## src/lsppc_pkg.sv

```systemverilog
// Constants, types and TAP decoding shared by both link ends.
// Assumes one backplane TAP link clocked by a slow test clock.
package lsppc_pkg;

  localparam int NPORT = 7;
  localparam int IRW   = 8;

  // Instruction opcodes and the Capture-IR pattern
  localparam logic [7:0] OP_PARK_IDLE  = 8'h84;
  localparam logic [7:0] OP_PARK_PAUSE = 8'hc6;
  localparam logic [7:0] OP_RET_WAIT   = 8'hc3;
  localparam logic [7:0] OP_UNPARK     = 8'he7;
  localparam logic [7:0] OP_BYPASS     = 8'hff;
  localparam logic [7:0] IR_CAPTURE    = 8'h01;
  // Broadcast slot address, value arbitrary
  localparam logic [7:0] ADDR_BCAST    = 8'h3a;

  // Link clock made by the host: period in ns, half period in clk cycles
  localparam int CLK_NS   = 100;
  localparam int LINK_NS  = 800;
  localparam int TCK_HALF = LINK_NS / (2 * CLK_NS);
  localparam logic [2:0] CNT_RISE = 3'(TCK_HALF - 1);
  localparam logic [2:0] CNT_FALL = 3'(2 * TCK_HALF - 1);

  typedef enum logic [3:0] {
    TAP_EX2_DR = 4'h0, TAP_EX1_DR = 4'h1, TAP_SH_DR  = 4'h2,
    TAP_PAU_DR = 4'h3, TAP_SEL_IR = 4'h4, TAP_UPD_DR = 4'h5,
    TAP_CAP_DR = 4'h6, TAP_SEL_DR = 4'h7, TAP_EX2_IR = 4'h8,
    TAP_EX1_IR = 4'h9, TAP_SH_IR  = 4'ha, TAP_PAU_IR = 4'hb,
    TAP_RTI    = 4'hc, TAP_UPD_IR = 4'hd, TAP_CAP_IR = 4'he,
    TAP_TLR    = 4'hf
  } lsppc_tap_e;

  typedef enum logic [1:0] {
    SEL_WAIT   = 2'h0,
    SEL_SINGLE = 2'h1,
    SEL_BCAST  = 2'h3,
    SEL_UNSEL  = 2'h2
  } lsppc_sel_e;

  function automatic lsppc_tap_e tap_next(input lsppc_tap_e s,
                                          input logic       tms);
    case (s)
      TAP_TLR:    tap_next = tms ? TAP_TLR    : TAP_RTI;
      TAP_RTI:    tap_next = tms ? TAP_SEL_DR : TAP_RTI;
      TAP_SEL_DR: tap_next = tms ? TAP_SEL_IR : TAP_CAP_DR;
      TAP_CAP_DR: tap_next = tms ? TAP_EX1_DR : TAP_SH_DR;
      TAP_SH_DR:  tap_next = tms ? TAP_EX1_DR : TAP_SH_DR;
      TAP_EX1_DR: tap_next = tms ? TAP_UPD_DR : TAP_PAU_DR;
      TAP_PAU_DR: tap_next = tms ? TAP_EX2_DR : TAP_PAU_DR;
      TAP_EX2_DR: tap_next = tms ? TAP_UPD_DR : TAP_SH_DR;
      TAP_UPD_DR: tap_next = tms ? TAP_SEL_DR : TAP_RTI;
      TAP_SEL_IR: tap_next = tms ? TAP_TLR    : TAP_CAP_IR;
      TAP_CAP_IR: tap_next = tms ? TAP_EX1_IR : TAP_SH_IR;
      TAP_SH_IR:  tap_next = tms ? TAP_EX1_IR : TAP_SH_IR;
      TAP_EX1_IR: tap_next = tms ? TAP_UPD_IR : TAP_PAU_IR;
      TAP_PAU_IR: tap_next = tms ? TAP_EX2_IR : TAP_PAU_IR;
      TAP_EX2_IR: tap_next = tms ? TAP_UPD_IR : TAP_SH_IR;
      TAP_UPD_IR: tap_next = tms ? TAP_SEL_DR : TAP_RTI;
      default:    tap_next = TAP_TLR;
    endcase
  endfunction : tap_next

  function automatic logic is_ir(input lsppc_tap_e s);
    case (s)
      TAP_CAP_IR, TAP_SH_IR, TAP_EX1_IR,
      TAP_PAU_IR, TAP_EX2_IR, TAP_UPD_IR: is_ir = 1'b1;
      default:                            is_ir = 1'b0;
    endcase
  endfunction : is_ir

endpackage : lsppc_pkg

```

## src/lsppc_link_if.sv

```systemverilog
// Backplane test access link between the scan controller and the bridge.
// Assumes a pull-up on the returned data line when the bridge releases it.
`timescale 1ns/1ps
interface lsppc_link_if;
  logic tck;
  logic tms;
  logic tdi;
  logic tdo;
  logic tdo_oe_n;
  logic tdo_line;

  // Released line reads high
  assign tdo_line = tdo_oe_n ? 1'b1 : tdo;

  modport host (output tck, output tms, output tdi, input tdo_line);
  modport dev  (input tck, input tms, input tdi,
                output tdo, output tdo_oe_n);
endinterface : lsppc_link_if

```

## src/lsppc_tap.sv

```systemverilog
// TAP controller state tracker, advanced by a one-cycle step pulse.
// Assumes tms is stable in the cycle that adv is high.
`timescale 1ns/1ps
module lsppc_tap (
  input  wire logic                 clk,
  input  wire logic                 nrst,
  input  wire logic                 adv,
  input  wire logic                 tms,
  output lsppc_pkg::lsppc_tap_e     state,
  output lsppc_pkg::lsppc_tap_e     nxt
);
  lsppc_pkg::lsppc_tap_e state_q;

  assign nxt   = lsppc_pkg::tap_next(state_q, tms);
  assign state = state_q;

  always_ff @(posedge clk) begin
    if (!nrst) begin
      state_q <= lsppc_pkg::TAP_TLR;
    end else if (adv) begin
      state_q <= nxt;
    end
  end
endmodule : lsppc_tap

```

## src/lsppc_dev.sv

```systemverilog
// Bridge end: local scan port park and unpark control.
// Assumes the backplane link pins are asynchronous to clk and the test
// clock is at most an eighth of clk; local port pins likewise.
// Operation
// - Unparked ports follow backplane mode-select
// - Park-in-idle update forces local mode-select low
// - Controller drives mode-select low after park-in-idle
// - Parked ports leave the active scan path
// - Park-in-pause arms; parks on Exit1-to-Update
// - Armed, Exit1 and mode-select high forces zero
// - Passing Pause-DR leaves armed ports unparked
// - Pause-parked ports hold through later instructions
// - Stay parked until park-in-pause or unpark loads
// - Unpark when the matching Pause state is entered
// - Parked ports never see Capture-DR
// - Return-to-wait leaves parked ports unchanged
// - Reset waits address; match selects, others unselected
// - Set-up: preload, park, return-to-wait without Pause-IR
// - Test: broadcast, park-in-pause, IR then DR cycle
// - Readout: address each, unpark at Pause-DR, shift
// - Return-to-wait obeyed by all; others selected only
`timescale 1ns/1ps
module lsppc_dev (
  input  wire logic                         clk,
  input  wire logic                         nrst,
  lsppc_link_if.dev                         link,
  input  wire logic [7:0]                   slot_addr,
  input  wire logic [lsppc_pkg::NPORT-1:0]  port_en,
  input  wire logic [lsppc_pkg::NPORT-1:0]  ltdo,
  output logic                              ltck,
  output logic [lsppc_pkg::NPORT-1:0]       ltms,
  output logic [lsppc_pkg::NPORT-1:0]       ltdi,
  output logic [lsppc_pkg::NPORT-1:0]       parked,
  output logic [lsppc_pkg::NPORT-1:0]       parked_pause,
  output lsppc_pkg::lsppc_sel_e             sel_state
);
  localparam int NP    = lsppc_pkg::NPORT;
  localparam int SW    = NP + 3;
  localparam int B_TCK = 0;
  localparam int B_TMS = 1;
  localparam int B_TDI = 2;
  localparam int B_LDO = 3;

  // Input synchronisers: three stages, a change counts once 2 and 3 agree
  logic [SW-1:0] s1_q;
  logic [SW-1:0] s2_q;
  logic [SW-1:0] s3_q;
  logic [SW-1:0] st_q;
  logic          tck_prev_q;
  logic          rise;
  logic          fall;
  logic          tms_st;
  logic          tdi_st;
  logic [NP-1:0] ltdo_st;

  always_ff @(posedge clk) begin
    if (!nrst) begin
      s1_q <= '0;
      s2_q <= '0;
      s3_q <= '0;
      st_q <= '0;
    end else begin
      s1_q <= {ltdo, link.tdi, link.tms, link.tck};
      s2_q <= s1_q;
      s3_q <= s2_q;
      st_q <= (s2_q & s3_q) | (st_q & (s2_q ^ s3_q));
    end
  end

  always_ff @(posedge clk) begin
    if (!nrst) begin
      tck_prev_q <= 1'b0;
    end else begin
      tck_prev_q <= st_q[B_TCK];
    end
  end

  assign rise    = st_q[B_TCK] & ~tck_prev_q;
  assign fall    = ~st_q[B_TCK] & tck_prev_q;
  assign tms_st  = st_q[B_TMS];
  assign tdi_st  = st_q[B_TDI];
  assign ltdo_st = st_q[B_LDO +: NP];

  // Own TAP controller
  lsppc_pkg::lsppc_tap_e state;
  lsppc_pkg::lsppc_tap_e nxt;

  lsppc_tap u_tap (
    .clk   (clk),
    .nrst  (nrst),
    .adv   (rise),
    .tms   (tms_st),
    .state (state),
    .nxt   (nxt)
  );

  // Instruction shift path, active instruction and selection
  logic [lsppc_pkg::IRW-1:0] ir_sh_q;
  logic [lsppc_pkg::IRW-1:0] instr_q;
  logic                      byp_q;
  lsppc_pkg::lsppc_sel_e     sel_q;
  logic                      selected;

  assign selected  = (sel_q == lsppc_pkg::SEL_SINGLE) ||
                     (sel_q == lsppc_pkg::SEL_BCAST);
  assign sel_state = sel_q;

  always_ff @(posedge clk) begin
    if (!nrst) begin
      ir_sh_q <= lsppc_pkg::IR_CAPTURE;
      byp_q   <= 1'b0;
    end else if (rise) begin
      case (state)
        lsppc_pkg::TAP_CAP_IR: ir_sh_q <= lsppc_pkg::IR_CAPTURE;
        lsppc_pkg::TAP_SH_IR:  ir_sh_q <= {tdi_st, ir_sh_q[7:1]};
        lsppc_pkg::TAP_CAP_DR: byp_q   <= 1'b0;
        lsppc_pkg::TAP_SH_DR:  byp_q   <= tdi_st;
        default: ;
      endcase
    end
  end

  always_ff @(posedge clk) begin
    if (!nrst) begin
      sel_q   <= lsppc_pkg::SEL_WAIT;
      instr_q <= lsppc_pkg::OP_BYPASS;
    end else if (rise) begin
      if (state == lsppc_pkg::TAP_TLR) begin
        sel_q   <= lsppc_pkg::SEL_WAIT;
        instr_q <= lsppc_pkg::OP_BYPASS;
      end else if (state == lsppc_pkg::TAP_UPD_IR) begin
        if (ir_sh_q == lsppc_pkg::OP_RET_WAIT) begin
          // Obeyed whatever the selection; ports are left alone
          sel_q   <= lsppc_pkg::SEL_WAIT;
          instr_q <= lsppc_pkg::OP_BYPASS;
        end else begin
          case (sel_q)
            lsppc_pkg::SEL_WAIT: begin
              if (ir_sh_q == slot_addr) begin
                sel_q <= lsppc_pkg::SEL_SINGLE;
              end else if (ir_sh_q == lsppc_pkg::ADDR_BCAST) begin
                sel_q <= lsppc_pkg::SEL_BCAST;
              end else begin
                sel_q <= lsppc_pkg::SEL_UNSEL;
              end
            end
            lsppc_pkg::SEL_SINGLE,
            lsppc_pkg::SEL_BCAST: instr_q <= ir_sh_q;
            default: ;
          endcase
        end
      end
    end
  end

  // Park-in-pause counts from the moment it is being loaded as well,
  // so the load's own Exit1-IR to Update-IR already parks the ports.
  logic pp_now;
  logic unpark_op;
  logic pause_park_now;
  logic idle_park_now;

  assign pp_now = (instr_q == lsppc_pkg::OP_PARK_PAUSE) ||
                  (lsppc_pkg::is_ir(state) &&
                   ir_sh_q == lsppc_pkg::OP_PARK_PAUSE);
  assign unpark_op = pp_now || (instr_q == lsppc_pkg::OP_UNPARK);
  assign pause_park_now = selected && pp_now && tms_st &&
                          (state == lsppc_pkg::TAP_EX1_DR ||
                           state == lsppc_pkg::TAP_EX1_IR);
  assign idle_park_now = selected &&
                         state == lsppc_pkg::TAP_UPD_IR &&
                         ir_sh_q == lsppc_pkg::OP_PARK_IDLE;

  // Per-port park state: parked flag, pause or idle, which pause
  logic [NP-1:0] park_q;
  logic [NP-1:0] pause_q;
  logic [NP-1:0] pdr_q;

  always_ff @(posedge clk) begin
    if (!nrst) begin
      park_q  <= '1;
      pause_q <= '0;
      pdr_q   <= '0;
    end else if (rise && selected) begin
      for (int i = 0; i < NP; i++) begin
        if (!park_q[i] && pause_park_now) begin
          // Exit1 with mode-select high goes straight to Update
          park_q[i]  <= 1'b1;
          pause_q[i] <= 1'b1;
          pdr_q[i]   <= (state == lsppc_pkg::TAP_EX1_DR);
        end else if (!park_q[i] && idle_park_now) begin
          park_q[i]  <= 1'b1;
          pause_q[i] <= 1'b0;
        end else if (park_q[i] && pause_q[i] && unpark_op &&
                     nxt == (pdr_q[i] ? lsppc_pkg::TAP_PAU_DR
                                      : lsppc_pkg::TAP_PAU_IR)) begin
          park_q[i] <= 1'b0;
        end else if (park_q[i] && !pause_q[i] && port_en[i] &&
                     (instr_q == lsppc_pkg::OP_UNPARK ||
                      (state == lsppc_pkg::TAP_UPD_IR &&
                       ir_sh_q == lsppc_pkg::OP_UNPARK)) &&
                     nxt == lsppc_pkg::TAP_RTI) begin
          park_q[i] <= 1'b0;
        end
        // Anything else, including a new instruction, keeps the state
      end
    end
  end

  assign parked       = park_q;
  assign parked_pause = park_q & pause_q;

  // Local mode-select and clock; both taken from the same synchroniser
  // depth so the local TAPs see mode-select settled at their rising edge.
  logic [NP-1:0] ltms_q;
  logic          ltck_q;

  always_ff @(posedge clk) begin
    if (!nrst) begin
      ltms_q <= '0;
      ltck_q <= 1'b0;
    end else begin
      ltck_q <= st_q[B_TCK];
      for (int i = 0; i < NP; i++) begin
        if (park_q[i] || pause_park_now || idle_park_now) begin
          ltms_q[i] <= 1'b0;
        end else begin
          ltms_q[i] <= tms_st;
        end
      end
    end
  end

  assign ltms = ltms_q;
  assign ltck = ltck_q;

  // Scan path: own register first, then each unparked port in order
  logic [NP:0]   chain;
  logic [NP-1:0] ltdi_q;
  logic          tdo_q;
  logic          tdo_oe_n_q;

  assign chain[0] = lsppc_pkg::is_ir(state) ? ir_sh_q[0] : byp_q;

  genvar g;
  generate
    for (g = 0; g < NP; g++) begin : g_chain
      assign chain[g+1] = park_q[g] ? chain[g] : ltdo_st[g];
    end
  endgenerate

  always_ff @(posedge clk) begin
    if (!nrst) begin
      ltdi_q <= '0;
    end else begin
      ltdi_q <= chain[NP-1:0];
    end
  end

  // Broadcast-selected bridges never drive the shared return line
  always_ff @(posedge clk) begin
    if (!nrst) begin
      tdo_q      <= 1'b1;
      tdo_oe_n_q <= 1'b1;
    end else if (fall) begin
      tdo_q      <= chain[NP];
      tdo_oe_n_q <= !(sel_q == lsppc_pkg::SEL_SINGLE &&
                      (state == lsppc_pkg::TAP_SH_IR ||
                       state == lsppc_pkg::TAP_SH_DR));
    end
  end

  assign ltdi          = ltdi_q;
  assign link.tdo      = tdo_q;
  assign link.tdo_oe_n = tdo_oe_n_q;
endmodule : lsppc_dev

```

## src/flat_wrapper.sv

```systemverilog
// flat-port wrapper written by rule: the top's interface ports become plain ports
module lsppc_dev_flat 
  (clk, nrst, slot_addr, port_en, ltdo, ltck, ltms, ltdi, parked, parked_pause, sel_state, link_tck, link_tms, link_tdi, link_tdo, link_tdo_oe_n);
  lsppc_link_if link_i ();
  input  wire logic clk;
  input  wire logic nrst;
  input  wire logic [7:0] slot_addr;
  input  wire logic [lsppc_pkg::NPORT-1:0] port_en;
  input  wire logic [lsppc_pkg::NPORT-1:0] ltdo;
  output logic ltck;
  output logic [lsppc_pkg::NPORT-1:0] ltms;
  output logic [lsppc_pkg::NPORT-1:0] ltdi;
  output logic [lsppc_pkg::NPORT-1:0] parked;
  output logic [lsppc_pkg::NPORT-1:0] parked_pause;
  output lsppc_pkg::lsppc_sel_e sel_state;
  input wire logic [$bits(link_i.tck)-1:0] link_tck;
  input wire logic [$bits(link_i.tms)-1:0] link_tms;
  input wire logic [$bits(link_i.tdi)-1:0] link_tdi;
  output wire logic [$bits(link_i.tdo)-1:0] link_tdo;
  output wire logic [$bits(link_i.tdo_oe_n)-1:0] link_tdo_oe_n;
  assign link_i.tck = link_tck;
  assign link_i.tms = link_tms;
  assign link_i.tdi = link_tdi;
  assign link_tdo = link_i.tdo;
  assign link_tdo_oe_n = link_i.tdo_oe_n;
  lsppc_dev u_core (.clk(clk), .nrst(nrst), .link(link_i), .slot_addr(slot_addr), .port_en(port_en), .ltdo(ltdo), .ltck(ltck), .ltms(ltms), .ltdi(ltdi), .parked(parked), .parked_pause(parked_pause), .sel_state(sel_state));
endmodule
```

## config.mk

```make
export PLATFORM = sky130hd
export DESIGN_NAME = lsppc_dev_flat
export DESIGN_NICKNAME = d
export VERILOG_FILES = /design/src/lsppc_pkg.sv /design/src/lsppc_link_if.sv /design/src/lsppc_tap.sv /design/src/lsppc_dev.sv /design/src/flat_wrapper.sv
export SDC_FILE = /design/constraint.sdc
export NUM_CORES = 1
export LEC_CHECK = 0
export BUFFER_PORTS_ARGS = -buffer_cell sky130_fd_sc_hd__buf_2
export CORE_ASPECT_RATIO = 0.8
export CORE_MARGIN = 5
export CORE_UTILIZATION = 51
export CTS_BUF_LIST = sky130_fd_sc_hd__clkbuf_4 sky130_fd_sc_hd__clkbuf_8 sky130_fd_sc_hd__clkbuf_16
export DETAILED_ROUTE_END_ITERATION = 6
export MAX_ROUTING_LAYER = met4
export PLACE_DENSITY = 0.8
export SYNTH_ARGS = -nofsm -noshare
export SYNTH_HDL_FRONTEND = slang
export SYNTH_HIERARCHICAL = 1
export SYNTH_SLANG_ARGS = --single-unit
```

## constraint.sdc

```tcl
create_clock -name clk -period 2.02 [get_ports clk]
set_input_delay 0.303 -clock clk [delete_from_list [all_inputs] [get_ports clk]]
set_output_delay 0.303 -clock clk [all_outputs]
set_load 0.005 [all_outputs]
```

# Word-level counts from Yosys, hierarchy flattened

Cells that the tools add are included.

Equality and inequality tests: 33
Multiplexer cells: 83
Bitwise gates (word level): 10
Reduce and logical (&&, ||, !) cells: 165

Operator list:

| cell                                                            | count |
|---|---|
| 1-bit logical AND                                               | 72 |
| 1-bit two-way mux                                               | 53 |
| 8-bit == test, second input constant                            | 6 |
| 4-bit case mux with 12 select lines                             | 1 |
| 2-bit AND reduction                                             | 23 |
| 4-bit == test, second input constant                            | 9 |
| 4-bit two-way mux                                               | 8 |
| 8-bit two-way mux                                               | 4 |
| 4-bit == test                                                   | 7 |
| 4-bit nonzero test                                              | 7 |
| 2-bit two-way mux                                               | 11 |
| 10-bit bitwise AND                                              | 2 |
| 1-bit logical OR                                                | 20 |
| 2-bit nonzero test                                              | 10 |
| 2-bit OR reduction                                              | 10 |
| 4-bit by 3-bit == test with 1-bit output, second input constant | 4 |
| 8-bit case mux with 2 select lines                              | 1 |
| 1-bit zero test                                                 | 15 |
| 3-bit two-way mux                                               | 4 |
| 10-bit OR                                                       | 1 |
| 10-bit XOR                                                      | 1 |
| 4-bit by 2-bit == test with 1-bit output, second input constant | 2 |
| 8-bit by 6-bit == test with 1-bit output, second input constant | 1 |
| 8-bit == test                                                   | 1 |
| other kinds (13)                                                | 18 |

Register bits: 101
Input port bits: 27
Output and inout port bits: 33
Word-level logic and storage cells: 332

# Longest topological paths before layout

Word-level depth: 11
Gate-level depth with buffers: 8
Mapped depth without buffers: 8

# Modules after synthesis

The synthesis kept the hierarchy.

Modules (own cells, without submodules):

| module    | instances | cells each | area each (µm²) | seq. area each (µm²) |
|---|---|---|---|---|
| lsppc_dev | 1         | 447        | 4146.5          | 1941.9 |
| lsppc_tap | 1         | 34         | 266.5           | 80.1 |

# Least setup slack after synthesis

Ideal clock, no wire load.

Path type: register to register
Start: reg u_core.u_tap.state_q[1] (netlist: u_core/u_tap/state[1])
End: reg u_core.park_q[0] (netlist: u_core/parked[0])
Library setup time: 0.133 ns
Arrival time: 1.860 ns
Required time: 1.887 ns
Slack: 0.028 ns
Cell stages (with the launch flop): 9
Buffers on the path: 1
Clock period less this slack: 1.992 ns
Cells stage by stage: dfxtp_1 > nor2b_2 > mux2_4 > clkbuf_1 > nand2_1 > nor4_1 > o21ai_1 > o32ai_1 > a31oi_1

Elaborated cells between the ends (all ways): 46
Classes of those cells: eq/ne (17); mux (5); reduce/logical (24)

RTL lines:

| item                                                               | RTL line         | source |
|---|---|---|
| start, declared                                                    | lsppc_tap.sv:12  | `lsppc_pkg::lsppc_tap_e state_q;` |
| start signal, assigned                                             | lsppc_tap.sv:19  | `state_q <= lsppc_pkg::TAP_TLR;` |
| start signal, assigned                                             | lsppc_tap.sv:21  | `state_q <= nxt;` |
| 4-bit by 3-bit == test with 1-bit output (tied with other cells)   | lsppc_pkg.sv:43  | `case (s)` |
| 3-bit OR reduction (no line) or 2-bit OR reduction (tied branches) | --               |  |
| 4-bit case mux with 12 select lines *                              | lsppc_pkg.sv:43  |  |
| named net u_core.nxt[3]                                            | lsppc_dev.sv:86  | `lsppc_pkg::lsppc_tap_e nxt;` |
| 4-bit == test                                                      | lsppc_dev.sv:195 | `nxt == (pdr_q[i] ? lsppc_pkg::TAP_PAU_DR` |
| 1-bit logical AND                                                  | lsppc_dev.sv:194 | `end else if (park_q[i] && pause_q[i] && unpark_op &&` |
| 1-bit two-way mux                                                  | lsppc_dev.sv:194 |  |
| 1-bit two-way mux                                                  | lsppc_dev.sv:191 | `end else if (!park_q[i] && idle_park_now) begin` |
| 1-bit two-way mux                                                  | lsppc_dev.sv:186 | `if (!park_q[i] && pause_park_now) begin` |
| end signal, assigned by index                                      | lsppc_dev.sv:188 | `park_q[i] <= 1'b1;` |
| end signal, assigned by index                                      | lsppc_dev.sv:192 | `park_q[i] <= 1'b1;` |
| end signal, assigned by index                                      | lsppc_dev.sv:197 | `park_q[i] <= 1'b0;` |
| end, declared                                                      | lsppc_dev.sv:175 | `logic [NP-1:0] park_q;` |

Mark *: on every way through the listed nets, which the timed path passes. The rest lies on a longest branch.
A chain may end at the register's enable or synchronous reset.

# Final worst setup path

Start: reg u_core/ir_sh_q[0] (netlist bit)
End: reg u_core.pause_q[2]

Word-level cells in the longest chain between the ends: 9
Elaborated cells between the ends (all ways): 13
Classes of those cells: eq/ne (2); mux (1); reduce/logical (10)

Ends and longest elaborated chain:

| item                            | RTL line         | source |
|---|---|---|
| start, declared                 | lsppc_dev.sv:98  | `logic [lsppc_pkg::IRW-1:0] ir_sh_q;` |
| start signal, assigned          | lsppc_dev.sv:110 | `ir_sh_q <= lsppc_pkg::IR_CAPTURE;` |
| start signal, assigned          | lsppc_dev.sv:114 | `lsppc_pkg::TAP_CAP_IR: ir_sh_q <= lsppc_pkg::IR_CAPTURE;` |
| start signal, assigned          | lsppc_dev.sv:115 | `lsppc_pkg::TAP_SH_IR: ir_sh_q <= {tdi_st, ir_sh_q[7:1]};` |
| 8-bit == test                   | lsppc_dev.sv:165 | `ir_sh_q == lsppc_pkg::OP_PARK_PAUSE);` |
| 1-bit logical AND               | lsppc_dev.sv:164 | `(lsppc_pkg::is_ir(state) &&` |
| 1-bit logical OR                | lsppc_dev.sv:163 | `assign pp_now = (instr_q == lsppc_pkg::OP_PARK_PAUSE) \|\|` |
| 1-bit logical AND (3 in series) | lsppc_dev.sv:167 | `assign pause_park_now = selected && pp_now && tms_st &&` |
| 1-bit logical AND               | lsppc_dev.sv:186 |  |
| 2-bit nonzero test (no line)    | --               |  |
| 2-bit AND reduction (no line)   | --               |  |
| end signal, assigned            | lsppc_dev.sv:182 | `pause_q <= '0;` |
| end signal, assigned by index   | lsppc_dev.sv:189 | `pause_q[i] <= 1'b1;` |
| end signal, assigned by index   | lsppc_dev.sv:193 | `pause_q[i] <= 1'b0;` |
| end, declared                   | lsppc_dev.sv:176 | `logic [NP-1:0] pause_q;` |

Several ways; a longest one is shown, not always the timed one.

==> flow_results.org <==
** Global routing
- The total overflow left after global routing is 0.
- Vias in the first global route :: 3513
- Largest net degree at the start of global routing :: 100
- Wire length of the first global-routing pass :: 16750 um
- Total global routing track utilization :: 0.2007
- Initial antenna violation count :: 0

** Timing
- Clock skew on the completed layout was measured at 0.01193 ns.
- Final setup violation count :: 0
- Highest clock frequency the design can meet :: 513.1 MHz
- Slew headroom :: 0.6402
- Post-route fraction of the period consumed by the critical path :: 0.9648
- Across all setup checks in the final design, the least slack found is 0.07102 ns.
- Counting I/O delays and the setup requirement, the final critical path takes 1.949 ns.
- Final Max Slew Viols :: 0
- At the pin with the least slew margin, the transition time is 0.5382 ns.
- Final hold analysis gives a worst-case slack of 0.1295 ns.
- Final hold violations :: 0

** Die
- In this run the core area contains 30 standard-cell rows.
- Placeable Area :: 0.008446 mm^2
- The floorplan step defined a die boundary enclosing 0.01062 mm^2.
- Initial Utilization :: 0.5225
- In this run the horizontal extent of the chip is 114 um.
- Vertical extent of the die :: 93.20 um
- 60 I/O pins were placed.

** Critical path
- In this run the worst path has a maximum fanout of 7.
- For the worst setup path, the data required time is 2.32 ns.
- Cell Chain, Critical Path :: or4b_4, buf_4, nor2_4, a31oi_4, or3_4, a21boi_1
- Setup slack on the worst reg-to-reg path comes out at 0.07 ns.
- STA classifies the critical path startpoint as a flop.
- STA puts the critical path data arrival time at 2.25 ns.
- Peak per-stage delay on the critical path :: 0.55 ns
- The largest individual stage delay along the critical path comes from the cell or4b_4.
- STA classifies the critical path endpoint as a flop.
- The critical path is of the flop to flop type.

** Yosys
- Area share of the largest cell type after synthesis :: 0.4582
- The synthesized design contains 101 register bits.
- In this run, distinct cell masters in the synthesized netlist total 58.
- The average instance in the mapped netlist occupies 9.175 um^2.
- Leading post-synthesis cells by cell area :: dfxtp_1 (46%), and2_1 (5.8%), nor2b_1 (4.3%), nand2_1 (3.1%), a21oi_1 (2.8%)
- Biggest area consumer among synthesized cells :: dfxtp_1
- Count of synthesis-stage warnings from yosys :: 6
- Net count after synthesis :: 518
- Post-synthesis sequential area ratio :: 0.4582
- The mapped netlist covers 0.004413 mm^2.
- Number of synthesized flops with an enable pin :: 0
- Among all flip-flop cells after synthesis, the most frequent one is dfxtp_1.
- Of all flip-flops after synthesis, the portion carrying an async set or reset was 0.
- After technology mapping, the gate count stands at 481.

** Route
- Count of TritonRoute iterations in the first routing pass :: 4
- Post-DRT Antenna Nets :: 0
- After detailed routing, the average wire length per cell comes to 15.27 um.
- Wire length reported by the detailed router :: 10310 um
- DRC errors left :: 0
- After the first detailed-routing iteration, the DRC count stood at 265.
- DR vias/cell :: 5.393
- Summing over every cut layer, the via total after detailed routing is 3640.

** CTS
- The H-tree generated during clock tree synthesis spans 3 levels.
- Clock tree sinks :: 101
- Clock latency on the worst-skew pair :: 0.37 ns
- Hold repair after CTS inserted 0 buffers.
- TritonCTS built the clock tree.
- Root Buffer :: clkbuf_8
- Buffers inserted during clock tree synthesis total 9.
- Clock-pin slew was measured on the worst setup and hold paths at 0.11 ns.
- No sink is reached through more buffers than the 2 on the longest clock path.
- Total setup buffers inserted after CTS :: 0

** Placed design
- OpenSTA, run right after detailed placement, puts the worst setup slack at -0.09116 ns.
- After legalization and detailed placement, the total HPWL measured 7311 um.
- Port-buffer cells :: 59
- DP Area :: 0.005005 mm^2
- Routability-driven placement finished with a final weighted congestion of 0.8495.

** Final layout
- For this run, the share of the core covered by cells in the final layout is 0.6270.
- Once layout is done, the placed cells without fillers occupy 0.005295 mm^2.
- Layout cells sized above 1 :: 0.2522
- Number of nets in the finished design :: 595
- Diode count :: 0
- FILL cells :: 732
- Compared with the post-synthesis result, the final layout area differs by 19.99%.

** Job
- Max-cap violations in this run came to 0.

** Power
- Power density of the placed cells :: 637.1 mW/mm^2
- Highest ir drop seen on vdd :: 0.4887 mV
- Total power after layout :: 0.003374 W
- Leakage :: 2.206 nW

** Worst hold path
- The path class of the tightest hold or removal check is input pin to flop.

** Outcome
- Result of the run :: finished, final reports clean
==> final timing paths <==
kind | startpoint | endpoint | depth (start not counted)
min | ltdo[0] | u_core/s1_q[3]$_SDFF_PN0_ | 2
min reg2reg | u_core/s1_q[9]$_SDFF_PN0_ | u_core/s2_q[9]$_SDFF_PN0_ | 1
max reg2reg | u_core/ir_sh_q[0]$_SDFFE_PN1P_ | u_core/pause_q[2]$_SDFFE_PN0P_ | 6
max | u_core/ir_sh_q[0]$_SDFFE_PN1P_ | u_core/pause_q[2]$_SDFFE_PN0P_ | 6
==> power breakdown <==
part           leakage, nW  internal [W]  total [W]  switching (W)
Clock               0.0953      0.000478    0.00124       0.000758
Sequential           0.819       0.00201    0.00202     0.00000945
Combinational         1.29     0.0000600   0.000116      0.0000556
==> layer usage <==
metal,wire [um],vias up,global-route usage
li1,-,1823,-
met1,4618,1703,0.2577
met2,4803,98,0.3095
met3,730,16,0.05239
met4,158,0,0.06627
met5,0,-,-
==> cell usage after synthesis (3+ instances only) <==
library cell,n
o32ai_1,7
nand2_1,37
nor4_1,4
buf_2,5
nand3_1,7
nor2b_1,30
xnor2_1,9
inv_1,17
a31oi_1,14
and2_1,41
o21ai_1,6
or3_1,7
o21ai_0,19
nor3b_1,9
clkbuf_1,22
nand4_1,3
xor2_1,8
mux2i_1,8
nand4b_1,5
nor2_1,19
ha_1,10
nand2b_1,5
a21oi_1,25
nor3_1,15
dfxtp_1,101
a21boi_1,7
==> worst max-delay path: cells and delay by family, from the launching register on <==
family,cells,cell delay (ns)
AOI/OAI and AO/OA,2,0.30
buffers and inverters,1,0.16
DFF,1,0.37
and+or+nand+nor,3,1.04
==> what timing repair did <==
item	CTS	global route
pin swaps	0	1
setup endpoints to repair	29	25
gates resized for setup	7	20
==> through the flow <==
stage | TNS, ns | instances
2_1_floorplan | 0 | 481
3_3_place_gp | -0.05734 | 659
3_5_place_dp | -1.123 | 659
4_1_cts | -0.0002125 | 675
5_1_grt | -0.01860 | 675
6_report | 0 | 675
==> final cells by class <==
| class | instances | area (um^2) | share of cell area |
|---|---|---|---|
| Sequential cell | 101 | 2033 | 0.3840 |
| Clock buffer | 9 | 123.9 | 0.02339 |
| Tap cell | 112 | 140.1 | 0.02646 |
| Inverter | 17 | 63.81 | 0.01205 |
| Clock inverter | 7 | 66.31 | 0.01252 |
| Multi-Input combinational cell | 332 | 2275 | 0.4296 |
| Timing Repair Buffer | 97 | 593.1 | 0.1120 |
==> flip-flops by register name, indices dropped and copies added, names as in the netlist <==
signal and flops:
u_core/pdr_q 7, u_core/byp_q 1, u_core/ltck 1, u_core/link.tdo_oe_n 1, u_core/ltms 7, u_core/s3_q 10, u_core/pause_q 7, u_core/link.tdo 1
u_core/s2_q 10, u_core/st_q 10, u_core/u_tap/state 4, u_core/sel_state 2, u_core/ltdi 7, u_core/parked 7, u_core/ir_sh_q 8, u_core/instr_q 8
u_core/s1_q 10
==> logic make-up (layout without fill, tap and decap cells) <==
| family | after synthesis | after routing | share of synthesized area |
|---|---|---|---|
| adders and majority gates | 10 | 10 | 0.02835 |
| AOI/OAI and AO/OA | 97 | 97 | 0.1486 |
| DFF | 101 | 101 | 0.4582 |
| muxes | 9 | 9 | 0.02155 |
| xor gates and xnor gates | 17 | 17 | 0.03374 |
| buffers and inverters | 48 | 130 | 0.04650 |
| and+or+nand+nor | 199 | 199 | 0.2631 |
==> cell usage in the layout (no fill, tap or decap), types with 3 or more instances in the layout <==
| cell type | count |
|---|---|
| a21boi_1 | 7 |
| a21oi_1 | 25 |
| a31oi_1 | 14 |
| and2_1 | 41 |
| buf_2 | 59 |
| buf_4 | 37 |
| clkbuf_8 | 9 |
| dfxtp_1 | 96 |
| dfxtp_2 | 3 |
| ha_1 | 10 |
| inv_1 | 17 |
| inv_6 | 3 |
| mux2i_1 | 8 |
| nand2_1 | 37 |
| nand2b_1 | 5 |
| nand3_1 | 7 |
| nand4_1 | 3 |
| nand4b_1 | 5 |
| nor2_1 | 19 |
| nor2b_1 | 30 |
| nor3_1 | 13 |
| nor3b_1 | 9 |
| o21ai_0 | 16 |
| o21ai_1 | 7 |
| o32ai_1 | 6 |
| or3_1 | 5 |
| xnor2_1 | 8 |
| xor2_1 | 8 |
(Power assumes the default switching activity.)
